--- src/core/sls_consts.svh ---
// Timing counts and field values for the status lamp and button sequencer.
// Assumes a 100 MHz system clock; all lamp timing is counted in millisecond ticks.
`ifndef SLS_CONSTS_SVH
`define SLS_CONSTS_SVH

// ---------------------------------------------------------------
// Clock and tick
// ---------------------------------------------------------------
`define SLS_CLK_HZ 100000000
`define SLS_TICK_HZ 1000
`define SLS_CLK_PER_MS (`SLS_CLK_HZ / `SLS_TICK_HZ)

// ---------------------------------------------------------------
// Start-up and run timing, in ms
// ---------------------------------------------------------------
`define SLS_LAMP_TEST_MS 16'h03E8
`define SLS_HW_OK_MS 16'h07D0
`define SLS_CONN_ON_MS 16'h0064
`define SLS_CONN_OFF_MS 16'h03E8
`define SLS_RUN_ON_MS 16'h01F4
`define SLS_RUN_OFF_MS 16'h01F4
`define SLS_TERM_ON_MS 16'h0064
`define SLS_TERM_OFF_MS 16'h0064
`define SLS_TRX_PULSE_MS 16'h000A

// ---------------------------------------------------------------
// Run error green patterns, in ms
// ---------------------------------------------------------------
`define SLS_ERR1_ON_MS 16'h000A
`define SLS_ERR1_OFF_MS 16'h03E8
`define SLS_ERR2_ON_MS 16'h0064
`define SLS_ERR2_OFF_MS 16'h0064
`define SLS_ERR3_ON_MS 16'h01F4
`define SLS_ERR3_OFF_MS 16'h01F4

// ---------------------------------------------------------------
// Button hold timing, in ms
// ---------------------------------------------------------------
`define SLS_BTN_ON_FROM_MS 16'h03E8
`define SLS_BTN_DARK_FROM_MS 16'h07D0
`define SLS_BTN_FLASH_FROM_MS 16'h0BB8
`define SLS_BTN_FACTORY_MS 16'h2710
`define SLS_BTN_FLASH_HALF_MS 16'h0064

// ---------------------------------------------------------------
// Firmware update flash: 20 Hz, 25 ms on and 25 ms off
// ---------------------------------------------------------------
`define SLS_FW_FLASH_HZ 20
`define SLS_FW_HALF_MS (16'(`SLS_TICK_HZ / (2 * `SLS_FW_FLASH_HZ)))

// ---------------------------------------------------------------
// Run error class codes
// ---------------------------------------------------------------
`define SLS_ERR_NONE 2'h0
`define SLS_ERR_CLASS1 2'h1
`define SLS_ERR_CLASS2 2'h2
`define SLS_ERR_CLASS3 2'h3

`endif

--- src/core/sls_pkg.sv ---
// Types shared by the status lamp and button sequencer.
// Assumes sls_consts.svh supplies all numeric values.
package sls_pkg;

  // ---------------------------------------------------------------
  // Main sequence states
  // ---------------------------------------------------------------
  typedef enum logic [3:0] {
    ST_LAMP_TEST,
    ST_HW_CHECK,
    ST_HW_OK,
    ST_CONNECT,
    ST_RUN,
    ST_TERMINAL,
    ST_FAULT,
    ST_FW_UPDATE,
    ST_OFF
  } sls_state_t;

  // ---------------------------------------------------------------
  // Button hold states
  // ---------------------------------------------------------------
  typedef enum logic [1:0] {
    BTN_IDLE,
    BTN_HOLD,
    BTN_DONE
  } sls_btn_t;

endpackage : sls_pkg

--- src/core/sls_tick_gen.sv ---
// Millisecond tick divider for the status lamp sequencer.
// Assumes one free-running system clock; tick is one cycle wide.
`timescale 1ns/1ps

module sls_tick_gen #(
  parameter int unsigned DIV = 100000
) (
  input wire logic clk_i, // System clock
  input wire logic arst_n_i, // Async reset, active low
  output logic tick_o // One-cycle pulse every DIV cycles
);

  // ---------------------------------------------------------------
  // Divider
  // ---------------------------------------------------------------
  logic [31:0] cnt_ff;

  // Count DIV cycles, pulse on the last one
  always_ff @(posedge clk_i or negedge arst_n_i) begin
    if (!arst_n_i) begin
      cnt_ff <= 32'h0;
      tick_o <= 1'b0;
    end else if (cnt_ff == 32'(DIV - 1)) begin
      cnt_ff <= 32'h0;
      tick_o <= 1'b1;
    end else begin
      cnt_ff <= cnt_ff + 32'h1;
      tick_o <= 1'b0;
    end
  end

endmodule : sls_tick_gen

--- src/core/sls_sequencer.sv ---
// Status lamp and pushbutton sequencer: start-up, run, error, update and hold.
// Assumes status inputs and the button are clean and synchronous to clk_i.
//
// Functional notes
// - All lamps on together for one second at start-up.
// - Hardware check passed: green steady on for two seconds.
// - Connecting: green 100 ms on, one second off, repeating.
// - Normal run: green 500 ms on, 500 ms off.
// - Terminal mode: network disabled, transceiver traffic goes to terminal only.
// - Terminal mode: green 100 ms on, 100 ms off.
// - Each transceiver exchange pulses the orange lamp for 10 ms.
// - Critical hardware fault: error state, red lamp steady on.
// - Run error: keep operating, red lamp steady on.
// - Green encodes error class: 10/1000, 100/100, 500/500 ms.
// - Class one: network start, interface, service, cloud failures.
// - Class two: transceiver silent; class three: memory card fault.
// - Hold: all on 1-2 s, dark 2-3 s, flash 100/100 ms to 10 s.
// - Held ten seconds: lamps off, factory restore, self reset.
// - Released within one second: hold abandoned, back to run.
// - Released between one and ten seconds: switch off.
// - Firmware check and write: all lamps flash together at 20 Hz.
// - Check fails: start previous firmware; write succeeds: start new one.
`timescale 1ns/1ps
`include "sls_consts.svh"

module sls_sequencer import sls_pkg::*; #(
  parameter int unsigned CLK_PER_MS = `SLS_CLK_PER_MS
) (
  input wire logic clk_i, // System clock, 100 MHz
  input wire logic arst_n_i, // Async reset, active low
  input wire logic hw_check_done_i, // Hardware check finished
  input wire logic hw_fault_i, // Critical fault found, valid with done
  input wire logic net_connected_i, // Network (and cloud) connected
  input wire logic terminal_i, // Attached to host terminal tool
  input wire logic trx_activity_i, // Transceiver exchange pulse
  input wire logic err_net_start_i, // Network start failure
  input wire logic err_net_if_i, // Network interface fatal failure
  input wire logic err_service_i, // Network service failure
  input wire logic err_cloud_conn_i, // Cloud connection failure
  input wire logic err_cloud_reg_i, // Cloud registration failure
  input wire logic err_upload_i, // Cloud upload failure
  input wire logic err_download_i, // Cloud download failure
  input wire logic err_trx_silent_i, // Transceiver not responding
  input wire logic err_card_i, // Memory card fault
  input wire logic fw_update_i, // Firmware update in progress
  input wire logic fw_check_fail_i, // Image check failed pulse
  input wire logic fw_write_ok_i, // Image write succeeded pulse
  input wire logic button_i, // Pushbutton, high while pressed
  output logic led_green_o, // Green lamp
  output logic led_orange_o, // Orange lamp
  output logic led_red_o, // Red lamp
  output logic hw_check_start_o, // Start hardware check pulse
  output logic net_enable_o, // Network communication allowed
  output logic term_forward_o, // Transceiver traffic to terminal only
  output logic [1:0] err_class_o, // Active run error class
  output logic power_off_o, // Switch off, held
  output logic factory_restore_o, // Factory restore pulse
  output logic self_reset_o, // Self reset pulse
  output logic boot_prev_fw_o, // Start previous firmware pulse
  output logic boot_new_fw_o // Start new firmware pulse
);

  // ---------------------------------------------------------------
  // Helpers
  // ---------------------------------------------------------------
  // Counter compare against a length in ms, on the last tick of it
  function automatic logic at_end(input logic [15:0] cnt, input logic [15:0] len);
    at_end = (cnt == len - 16'h1);
  endfunction : at_end

  // Saturating ms increment
  function automatic logic [15:0] inc_sat(input logic [15:0] cnt);
    inc_sat = (cnt == 16'hFFFF) ? cnt : cnt + 16'h1;
  endfunction : inc_sat

  // ---------------------------------------------------------------
  // Millisecond tick
  // ---------------------------------------------------------------
  logic tick;

  sls_tick_gen #(
    .DIV(CLK_PER_MS)
  ) u_tick (
    .clk_i(clk_i),
    .arst_n_i(arst_n_i),
    .tick_o(tick)
  );

  // ---------------------------------------------------------------
  // Declarations
  // ---------------------------------------------------------------
  sls_state_t state_ff;
  sls_state_t nxt_state;
  sls_btn_t btn_ff;
  logic [15:0] state_ms_ff;
  logic [15:0] pat_ff;
  logic [2:0] pat_id_ff;
  logic [2:0] pat_id;
  logic [15:0] pat_on;
  logic [15:0] pat_per;
  logic [15:0] btn_ms_ff;
  logic [6:0] btn_sub_ff;
  logic btn_phase_ff;
  logic [15:0] trx_ms_ff;
  logic [1:0] err_class;
  logic run_state;
  logic btn_factory;
  logic btn_release_off;
  logic pat_lit;

  // ---------------------------------------------------------------
  // Error classification
  // ---------------------------------------------------------------
  // Class one wins: it blocks the cloud, the most visible loss
  always_comb begin
    if (err_net_start_i || err_net_if_i || err_service_i || err_cloud_conn_i ||
        err_cloud_reg_i || err_upload_i || err_download_i) begin
      err_class = `SLS_ERR_CLASS1;
    end else if (err_trx_silent_i) begin
      err_class = `SLS_ERR_CLASS2;
    end else if (err_card_i) begin
      err_class = `SLS_ERR_CLASS3;
    end else begin
      err_class = `SLS_ERR_NONE;
    end
  end

  assign run_state = (state_ff == ST_CONNECT) || (state_ff == ST_RUN) ||
                     (state_ff == ST_TERMINAL);

  // ---------------------------------------------------------------
  // Button hold decisions
  // ---------------------------------------------------------------
  assign btn_factory = (btn_ff == BTN_HOLD) && button_i && tick &&
                       at_end(btn_ms_ff, `SLS_BTN_FACTORY_MS);
  assign btn_release_off = (btn_ff == BTN_HOLD) && !button_i &&
                           (btn_ms_ff >= `SLS_BTN_ON_FROM_MS);

  // ---------------------------------------------------------------
  // Main sequence
  // ---------------------------------------------------------------
  // Update has priority over every state but off and fault
  always_comb begin
    nxt_state = state_ff;
    unique case (state_ff)
      ST_LAMP_TEST: begin
        if (tick && at_end(state_ms_ff, `SLS_LAMP_TEST_MS)) begin
          nxt_state = ST_HW_CHECK;
        end
      end
      ST_HW_CHECK: begin
        if (hw_check_done_i) begin
          nxt_state = hw_fault_i ? ST_FAULT : ST_HW_OK;
        end
      end
      ST_HW_OK: begin
        if (tick && at_end(state_ms_ff, `SLS_HW_OK_MS)) begin
          nxt_state = ST_CONNECT;
        end
      end
      ST_CONNECT: begin
        if (terminal_i) begin
          nxt_state = ST_TERMINAL;
        end else if (net_connected_i) begin
          nxt_state = ST_RUN;
        end
      end
      ST_RUN: begin
        if (terminal_i) begin
          nxt_state = ST_TERMINAL;
        end else if (!net_connected_i) begin
          nxt_state = ST_CONNECT;
        end
      end
      ST_TERMINAL: begin
        if (!terminal_i) begin
          nxt_state = net_connected_i ? ST_RUN : ST_CONNECT;
        end
      end
      ST_FAULT: begin
        nxt_state = ST_FAULT;
      end
      ST_FW_UPDATE: begin
        if (fw_check_fail_i || fw_write_ok_i) begin
          nxt_state = ST_LAMP_TEST;
        end
      end
      ST_OFF: begin
        nxt_state = ST_OFF;
      end
    endcase
    if (fw_update_i && (state_ff != ST_FAULT) && (state_ff != ST_OFF) &&
        (state_ff != ST_FW_UPDATE)) begin
      nxt_state = ST_FW_UPDATE;
    end
    if (run_state && btn_factory) begin
      nxt_state = ST_LAMP_TEST;
    end else if (run_state && btn_release_off) begin
      nxt_state = ST_OFF;
    end
  end

  // State register and its ms counter, cleared on every change
  always_ff @(posedge clk_i or negedge arst_n_i) begin
    if (!arst_n_i) begin
      state_ff <= ST_LAMP_TEST;
      state_ms_ff <= 16'h0;
    end else if (nxt_state != state_ff) begin
      state_ff <= nxt_state;
      state_ms_ff <= 16'h0;
    end else if (tick) begin
      state_ms_ff <= inc_sat(state_ms_ff);
    end
  end

  // ---------------------------------------------------------------
  // Button hold timer
  // ---------------------------------------------------------------
  // Only run states accept a hold; a press held elsewhere is ignored
  always_ff @(posedge clk_i or negedge arst_n_i) begin
    if (!arst_n_i) begin
      btn_ff <= BTN_IDLE;
      btn_ms_ff <= 16'h0;
      btn_sub_ff <= 7'h0;
      btn_phase_ff <= 1'b0;
    end else begin
      unique case (btn_ff)
        BTN_IDLE: begin
          btn_ms_ff <= 16'h0;
          btn_sub_ff <= 7'h0;
          btn_phase_ff <= 1'b0;
          if (button_i && run_state) begin
            btn_ff <= BTN_HOLD;
          end
        end
        BTN_HOLD: begin
          if (!button_i || !run_state) begin
            btn_ff <= BTN_IDLE;
          end else if (btn_factory) begin
            btn_ff <= BTN_DONE;
          end else if (tick) begin
            btn_ms_ff <= inc_sat(btn_ms_ff);
            if (at_end({9'h0, btn_sub_ff}, `SLS_BTN_FLASH_HALF_MS)) begin
              btn_sub_ff <= 7'h0;
              btn_phase_ff <= ~btn_phase_ff;
            end else begin
              btn_sub_ff <= btn_sub_ff + 7'h1;
            end
          end
        end
        BTN_DONE: begin
          // Wait for release so the restart does not begin a new hold
          if (!button_i) begin
            btn_ff <= BTN_IDLE;
          end
        end
      endcase
    end
  end

  // ---------------------------------------------------------------
  // Green pattern selection
  // ---------------------------------------------------------------
  always_comb begin
    pat_id = 3'h0;
    pat_on = 16'h0;
    pat_per = 16'h1;
    if (run_state && err_class == `SLS_ERR_CLASS1) begin
      pat_id = 3'h4;
      pat_on = `SLS_ERR1_ON_MS;
      pat_per = `SLS_ERR1_ON_MS + `SLS_ERR1_OFF_MS;
    end else if (run_state && err_class == `SLS_ERR_CLASS2) begin
      pat_id = 3'h5;
      pat_on = `SLS_ERR2_ON_MS;
      pat_per = `SLS_ERR2_ON_MS + `SLS_ERR2_OFF_MS;
    end else if (run_state && err_class == `SLS_ERR_CLASS3) begin
      pat_id = 3'h6;
      pat_on = `SLS_ERR3_ON_MS;
      pat_per = `SLS_ERR3_ON_MS + `SLS_ERR3_OFF_MS;
    end else if (state_ff == ST_CONNECT) begin
      pat_id = 3'h1;
      pat_on = `SLS_CONN_ON_MS;
      pat_per = `SLS_CONN_ON_MS + `SLS_CONN_OFF_MS;
    end else if (state_ff == ST_RUN) begin
      pat_id = 3'h2;
      pat_on = `SLS_RUN_ON_MS;
      pat_per = `SLS_RUN_ON_MS + `SLS_RUN_OFF_MS;
    end else if (state_ff == ST_TERMINAL) begin
      pat_id = 3'h3;
      pat_on = `SLS_TERM_ON_MS;
      pat_per = `SLS_TERM_ON_MS + `SLS_TERM_OFF_MS;
    end else if (state_ff == ST_FW_UPDATE) begin
      pat_id = 3'h7;
      pat_on = `SLS_FW_HALF_MS;
      pat_per = `SLS_FW_HALF_MS + `SLS_FW_HALF_MS;
    end
  end

  // Pattern phase restarts whenever the pattern itself changes
  always_ff @(posedge clk_i or negedge arst_n_i) begin
    if (!arst_n_i) begin
      pat_ff <= 16'h0;
      pat_id_ff <= 3'h0;
    end else if (pat_id != pat_id_ff || nxt_state != state_ff) begin
      pat_ff <= 16'h0;
      pat_id_ff <= pat_id;
    end else if (tick) begin
      pat_ff <= at_end(pat_ff, pat_per) ? 16'h0 : pat_ff + 16'h1;
    end
  end

  assign pat_lit = (pat_ff < pat_on);

  // ---------------------------------------------------------------
  // Orange activity pulse
  // ---------------------------------------------------------------
  // Retriggers on each exchange; length is 9 to 10 ms against the tick
  always_ff @(posedge clk_i or negedge arst_n_i) begin
    if (!arst_n_i) begin
      trx_ms_ff <= 16'h0;
    end else if (trx_activity_i) begin
      trx_ms_ff <= `SLS_TRX_PULSE_MS;
    end else if (tick && trx_ms_ff != 16'h0) begin
      trx_ms_ff <= trx_ms_ff - 16'h1;
    end
  end

  // ---------------------------------------------------------------
  // Lamp outputs
  // ---------------------------------------------------------------
  // Hold display overrides run display once the hold passes one second
  always_ff @(posedge clk_i or negedge arst_n_i) begin
    if (!arst_n_i) begin
      led_green_o <= 1'b0;
      led_orange_o <= 1'b0;
      led_red_o <= 1'b0;
    end else if (btn_ff == BTN_DONE || state_ff == ST_OFF) begin
      led_green_o <= 1'b0;
      led_orange_o <= 1'b0;
      led_red_o <= 1'b0;
    end else if (btn_ff == BTN_HOLD && btn_ms_ff >= `SLS_BTN_ON_FROM_MS) begin
      if (btn_ms_ff < `SLS_BTN_DARK_FROM_MS) begin
        led_green_o <= 1'b1;
        led_orange_o <= 1'b1;
        led_red_o <= 1'b1;
      end else if (btn_ms_ff < `SLS_BTN_FLASH_FROM_MS) begin
        led_green_o <= 1'b0;
        led_orange_o <= 1'b0;
        led_red_o <= 1'b0;
      end else begin
        led_green_o <= ~btn_phase_ff;
        led_orange_o <= ~btn_phase_ff;
        led_red_o <= ~btn_phase_ff;
      end
    end else begin
      unique case (state_ff)
        ST_LAMP_TEST: begin
          led_green_o <= 1'b1;
          led_orange_o <= 1'b1;
          led_red_o <= 1'b1;
        end
        ST_HW_OK: begin
          led_green_o <= 1'b1;
          led_orange_o <= trx_ms_ff != 16'h0;
          led_red_o <= 1'b0;
        end
        ST_FAULT: begin
          led_green_o <= 1'b0;
          led_orange_o <= trx_ms_ff != 16'h0;
          led_red_o <= 1'b1;
        end
        ST_FW_UPDATE: begin
          led_green_o <= pat_lit;
          led_orange_o <= pat_lit;
          led_red_o <= pat_lit;
        end
        ST_CONNECT, ST_RUN, ST_TERMINAL: begin
          led_green_o <= pat_lit;
          led_orange_o <= trx_ms_ff != 16'h0;
          led_red_o <= err_class != `SLS_ERR_NONE;
        end
        default: begin
          led_green_o <= 1'b0;
          led_orange_o <= trx_ms_ff != 16'h0;
          led_red_o <= 1'b0;
        end
      endcase
    end
  end

  // ---------------------------------------------------------------
  // Control outputs
  // ---------------------------------------------------------------
  // Pulses and levels registered so they are glitch free at the pins
  always_ff @(posedge clk_i or negedge arst_n_i) begin
    if (!arst_n_i) begin
      hw_check_start_o <= 1'b0;
      net_enable_o <= 1'b0;
      term_forward_o <= 1'b0;
      err_class_o <= `SLS_ERR_NONE;
      power_off_o <= 1'b0;
      factory_restore_o <= 1'b0;
      self_reset_o <= 1'b0;
      boot_prev_fw_o <= 1'b0;
      boot_new_fw_o <= 1'b0;
    end else begin
      hw_check_start_o <= (state_ff == ST_LAMP_TEST) && (nxt_state == ST_HW_CHECK);
      net_enable_o <= (nxt_state == ST_CONNECT) || (nxt_state == ST_RUN);
      term_forward_o <= (nxt_state == ST_TERMINAL);
      err_class_o <= run_state ? err_class : `SLS_ERR_NONE;
      power_off_o <= power_off_o || (run_state && btn_release_off);
      factory_restore_o <= run_state && btn_factory;
      self_reset_o <= run_state && btn_factory;
      boot_prev_fw_o <= (state_ff == ST_FW_UPDATE) && fw_check_fail_i;
      boot_new_fw_o <= (state_ff == ST_FW_UPDATE) && !fw_check_fail_i &&
                       fw_write_ok_i;
    end
  end

endmodule : sls_sequencer

--- config.mk ---
export PLATFORM = sky130hd
export DESIGN_NAME = sls_sequencer
export DESIGN_NICKNAME = d
export VERILOG_FILES = /design/src/core/sls_pkg.sv /design/src/core/sls_tick_gen.sv /design/src/core/sls_sequencer.sv
export VERILOG_INCLUDE_DIRS = /design/src /design/src/core
export SDC_FILE = /design/constraint.sdc
export NUM_CORES = 1
export LEC_CHECK = 0
export BUFFER_PORTS_ARGS = -buffer_cell sky130_fd_sc_hd__buf_4
export CAP_MARGIN = 30
export CORE_MARGIN = 1
export CORE_UTILIZATION = 50
export CTS_BUF_LIST = sky130_fd_sc_hd__clkbuf_8 sky130_fd_sc_hd__clkbuf_16
export CTS_CLUSTER_SIZE = 10
export DETAILED_ROUTE_END_ITERATION = 10
export GPL_ROUTABILITY_DRIVEN = 0
export MAX_ROUTING_LAYER = met4
export PLACE_DENSITY = 0.76
export SKIP_LAST_GASP = 1
export SLEW_MARGIN = 5
export SYNTH_ARGS = -nofsm -noshare
export SYNTH_HDL_FRONTEND = slang
export SYNTH_SLANG_ARGS = --single-unit
--- constraint.sdc ---
create_clock -name clk_i -period 3.6 [get_ports clk_i]
set_input_delay 0.36 -clock clk_i [delete_from_list [all_inputs] [get_ports clk_i]]
set_output_delay 0.36 -clock clk_i [all_outputs]
set_load 0.005 [all_outputs]
; Yosys cells after proc, flatten, opt, wreduce, memory -nomap -nowiden
; Index checks and enable logic that the tools add are counted.
[totals]
reg_bits = 126
out_inout_bits = 13
[op_classes]
muxes = 81
addsub = 7
n_reduce_logical = 56
n_eq_ne = 39
n_bitwise = 1
magnitude_cmp = 4
[op_table]
columns = operator, n
row1 = $mux W16, 12
row2 = $add A16 B1 Y16 const B, 3
row3 = $mux W4, 12
row4 = $mux W9, 5
row5 = $mux W11, 4
row6 = $pmux W4 S9, 1
row7 = $mux W7, 5
row8 = $add A32 B1 Y32 const B, 1
row9 = $eq A16 B16 Y1 const B, 2
row10 = $eq A32 B17 Y1 const B, 1
row11 = $mux W32, 1
row12 = $pmux W16 S2, 1
row13 = $sub A16 B1 Y16 const B, 2
row14 = $mux W3, 9
row15 = $eq A4 B3 Y1 const B, 6
row16 = $logic_and A1 B1 Y1, 22
row17 = $eq A16 B10 Y1 const B, 1
row18 = $eq A16 B11 Y1 const B, 1
row19 = $eq A16 B14 Y1 const B, 1
row20 = $eq A16 B16 Y1, 1
row21 = $ge A16 B10 Y1 const B, 1
row22 = $lt A16 B11 Y1 const B, 1
row23 = $lt A16 B12 Y1 const B, 1
row24 = $lt A16 B16 Y1, 1
row25 = 38 further kinds, 93

; Longest topological paths before layout
[depth]
ltp_word = 17
mapped_depth = 15

; Hierarchy
; A second synthesis with hierarchy kept.
[unflattened]
hier_cells = 840
area_unflattened_um2 = 7524.7
[modules_own_cells]
columns = mod, area_each_um2, cells_per_inst, instances
row1 = sls_sequencer, 5911.9, 686, 1
row2 = sls_tick_gen, 1612.8, 154, 1

; Worst setup path after synthesis
; OpenSTA, ideal clock, no wires.
[synth_timing]
path_kind = input to register
startpoint = input err_cloud_conn_i
endpoint = register pat_ff[8]
arrival_ps = 2906
path_stages = 12
setup_slack_ps = 568
cell_sequence = nor4_1 -> nand2_1 -> a21oi_1 -> ha_1 -> o21ai_1 -> or3_1 -> o31ai_1 -> o2111ai_1 -> a2111o_1 -> buf_4 -> nand3b_1 -> a31oi_1
[synth_between]
elab_chain_len = 15
elab_cells_between_ends = 25
cone_classes = add/sub (1) / eq/ne (5) / mux (10) / reduce/logical (9)
[synth_rtl]
columns = item, line_no
row1 = "start, declared", sls_sequencer.sv:39  ; input wire logic err_cloud_conn_i,
row2 = $logic_or A1 B1 Y1 * (2 in a row), sls_sequencer.sv:116  ; if (err_net_start_i || err_net_if_i || err_service_i || err_cloud_conn_i ||
row3 = $logic_or A1 B1 Y1 * (2 in a row), sls_sequencer.sv:117  ; err_cloud_reg_i || err_upload_i || err_download_i) begin
row4 = $mux W2 *, sls_sequencer.sv:116
row5 = $eq A2 B2 Y1 (no source line), n/a
row6 = $logic_and A1 B1 Y1 (no source line), n/a
row7 = $mux W11, sls_sequencer.sv:276  ; end else if (run_state && err_class == `SLS_ERR_CLASS3) begin
row8 = $mux W11, sls_sequencer.sv:272  ; end else if (run_state && err_class == `SLS_ERR_CLASS2) begin
row9 = $mux W11, sls_sequencer.sv:268  ; if (run_state && err_class == `SLS_ERR_CLASS1) begin
row10 = $sub A16 B1 Y16, sls_sequencer.sv:68  ; at_end = (cnt == len - 16'h1);
row11 = $eq A16 B16 Y1, sls_sequencer.sv:68
row12 = $mux W16, sls_sequencer.sv:308  ; pat_ff <= at_end(pat_ff, pat_per) ? 16'h0 : pat_ff + 16'h1;
row13 = $mux W16, sls_sequencer.sv:307  ; end else if (tick) begin
row14 = $mux W16, sls_sequencer.sv:304  ; end else if (pat_id != pat_id_ff || nxt_state != state_ff) begin
row15 = "end signal, assigned", sls_sequencer.sv:308
row16 = "end, declared", sls_sequencer.sv:96  ; logic [15:0] pat_ff;
; Every way passes the cells marked *; elsewhere a longest branch is shown, timed or not. The select of a mux whose other input is x is not followed.
; A chain may end at the register's enable or synchronous reset.

; Worst setup path after layout
[layout_timing]
startpoint = register state_ff[2]
endpoint = register pat_ff[8]
[layout_between]
elab_chain_len = 13
elab_cells_between_ends = 58
cone_classes = add/sub (1) / eq/ne (14) / mux (30) / reduce/logical (13)
[layout_rtl]
columns = item, line_no
row1 = "start, declared", sls_sequencer.sv:92  ; sls_state_t state_ff;
row2 = "start signal, assigned", sls_sequencer.sv:209  ; state_ff <= nxt_state;
row3 = $eq A4 B3 Y1, "sls_sequencer.sv:145, sls_sequencer.sv:292"
row4 = $mux W6, sls_sequencer.sv:292  ; end else if (state_ff == ST_FW_UPDATE) begin
row5 = $mux W8, sls_sequencer.sv:288  ; end else if (state_ff == ST_TERMINAL) begin
row6 = $mux W10, sls_sequencer.sv:284  ; end else if (state_ff == ST_RUN) begin
row7 = $mux W11, sls_sequencer.sv:280  ; end else if (state_ff == ST_CONNECT) begin
row8 = $mux W11, sls_sequencer.sv:276
row9 = $mux W11, sls_sequencer.sv:272
row10 = $mux W11, sls_sequencer.sv:268
row11 = $sub A16 B1 Y16, sls_sequencer.sv:68
row12 = $eq A16 B16 Y1, sls_sequencer.sv:68
row13 = $mux W16, sls_sequencer.sv:308
row14 = $mux W16, sls_sequencer.sv:307
row15 = $mux W16, sls_sequencer.sv:304
; Several ways; a longest one is shown, not always the timed one. The select of a mux whose other input is x is not followed.

==> metrics.csv <==
metric,value,unit
routed-wl-met3,950,um
layoutNonFillerInstCount,1031,
nets,877,
grt_pass1_vias,5569,
ys.flop_type,dfrtp_1,
clk_pin_slew,0.06,ns
relSlewSlack,43.2,%
clk_latency,0.42,ns
postCtsHoldBufs,0,
async_flop_share,100,%
antenna_left,0,
place_area,7650,sq um
final_cell_mix,"dfrtp_1, nor2_1, nand2_1, nand3_1",
clockBufferDepth,2,
cts_setup_buffers,0,
grt-ovfl-total,0,
yosys_warnings,0,
crit_type,reg -> reg,
fin_util,59.2,%
cts.sinks,126,
synth_seq_cells,126,
num_rows,43,
dp.cells,999,
root_buffer,clkbuf_16,
ios,33,
worstPathArrival,3.69,ns
h-tree-depth,4,
drtPass1Iterations,5,
p_leak,3.53,nW
synth_edf_count,0,
finalInstanceArea,8280,sq um
num_antenna_cells,0,
drt_wl_total,16100,um
hold_viol_final,0,
period_minus_slack,3.40,ns
antenna_found_initial,0,
grt_pass1_wl,26900,um
ys_seq_area_share,43.6,%
crit_fanout,16,
crit_path_end_kind,flop,
fin_crit_sh,94.5,%
cts_made_buffers,17,
wl_per_cell,15.6,um
crit_required,3.89,ns
tns,0,ns
port-buffer-count,32,
areaGrowthSynthToFinish,14.4,%
ir_drop,0.447,mV
setup_violations,0,
cts_tree,yes,
avgViaCountPerCell,5.76,
hp-class,in -> async,
rsz0062_at_grt,no,
start_util,51.8,%
final_common_cell,dfrtp_1,
ys_types,72,
place_hpwl,11100,um
die_w,122,um
synth_nets,840,
avgSynthCellArea,9.04,sq um
grt_max_degree,63,
netlist_area,7240,sq um
cap_violations,0,
fmax,0.294,GHz
drt_iter0_drc,504,
cts_resized,0,
finClkSkew,0.00622,ns
tightestPinTransition,0.841,ns
core,14000,sq um
top_layer,met4,
die_h,122,um
drv_slew,0,
start_kind,flop,
drc,0,
status,"finished, final reports clean",
die-area,15000,sq um
wl_met2,7580,um
p_per_area,648,nW/um^2
gr-usage-all-layers,23.7,%
final_layout_size_suffix_gt1_share,11.8,%
dr_total_vias,5934,
synthCells,801,
wl_met1,7360,um
-- sequential cells by signal, indices dropped and copies added, names as in the netlist, 2 cells and up --
register and cells:
u_tick.cnt_ff 32, btn_ms_ff 16, pat_ff 16, state_ms_ff 16, trx_ms_ff 16, btn_sub_ff 7, state_ff 4, pat_id_ff 3
btn_ff 2, err_class_o 2
-- cells by family after synthesis --
kind of cell | synth area share [%]
buffers and inverters | 3.75
AND/OR/NAND/NOR | 27.4
XOR/XNOR | 9.68
adder cells (fa/ha/maj) | 3.28
multiplexers | 0.760
AO/OA/AOI/OAI | 11.6
flip-flops | 43.6
-- worst paths after layout --
check | start | to | slack, ns | depth (start not counted)
setup / recovery | state_ff[2]$_DFFE_PN0N_ | pat_ff[8]$_DFFE_PN0P_ | 0.20 | 11
hold / removal | arst_n_i | trx_ms_ff[11]$_DFFE_PN0P_ | 0.03 | 1
hold reg to reg | power_off_o$_DFF_PN0_ | power_off_o$_DFF_PN0_ | 0.47 | 1
max in group asynchronous | arst_n_i | u_tick.cnt_ff[25]$_DFF_PN0_ | 2.65 | 2
min in group clk_i | fw_check_fail_i | boot_new_fw_o$_DFF_PN0_ | 0.11 | 2
setup reg to reg | state_ff[2]$_DFFE_PN0N_ | pat_ff[8]$_DFFE_PN0P_ | 0.20 | 11
-- layer usage --
layer | vias to the layer above | track usage [%]
met5 | - | -
met4 | 0 | 7.32
met3 | 24 | 5.72
met2 | 160 | 35.6
met1 | 2847 | 31.7
li1 | 2903 | -
-- area by class of cell --
type	count	area [sq um]
well taps	180	225
fillers	1214	5700
flip-flops and latches	126	3150
inverters	28	105
multi-input cells	618	3810
clock inverters	15	210
clock buffers	17	425
repair buffers	47	350
-- worst max-delay path, cell delays in order (launching register included) --
cell and delay, ns:
dfrtp_1 0.41, and4bb_1 0.31, or2_4 0.25, a21oi_1 0.22
ha_1 0.31, o21ai_1 0.18, or3_1 0.40, o31ai_1 0.08
o2111ai_1 0.14, a2111o_1 0.64, nand3b_1 0.23, a31oi_1 0.11
-- cell usage after synthesis, types with 5 or more instances --
cell	n	share of area, %
nor2_1	104	5.4
or3_1	10	0.86
nand3_1	52	3.6
xor2_1	34	4.1
and3_1	16	1.4
buf_4	6	0.62
and2_1	7	0.60
nor4_1	14	1.2
xnor2_1	46	5.6
nand3b_1	10	1.0
nand2b_1	8	0.69
a31oi_1	19	1.6
inv_1	28	1.5
nand2_1	79	4.1
clkbuf_1	14	0.73
ha_1	19	3.3
dfrtp_1	126	44
nor2b_1	11	0.95
nand4_1	20	1.7
o21ai_0	31	2.1
nor3_1	23	1.6
or2_2	5	0.43
a21oi_1	22	1.5
-- through the flow --
step	total power [W]	hold WS, ns	setup slack, ns
6_report	0.00537	0.0269	0.199
5_1_grt	0.00569	0.0870	0.0354
4_1_cts	0.00539	0.0418	0.228
3_5_place_dp	0.00352	0.461	0.267
3_3_place_gp	0.00349	0.459	0.302
2_1_floorplan	0.00307	0.0644	0.568
-- where the power goes --
part	total [W]	internal (W)	switching [W]
combinational	0.00188	0.000733	0.00114
clock	0.00185	0.00117	0.000677
sequential	0.00165	0.00156	0.0000899
total	0.00537	0.00346	0.00191
No activity file was read; power rests on OpenSTA's default activity.
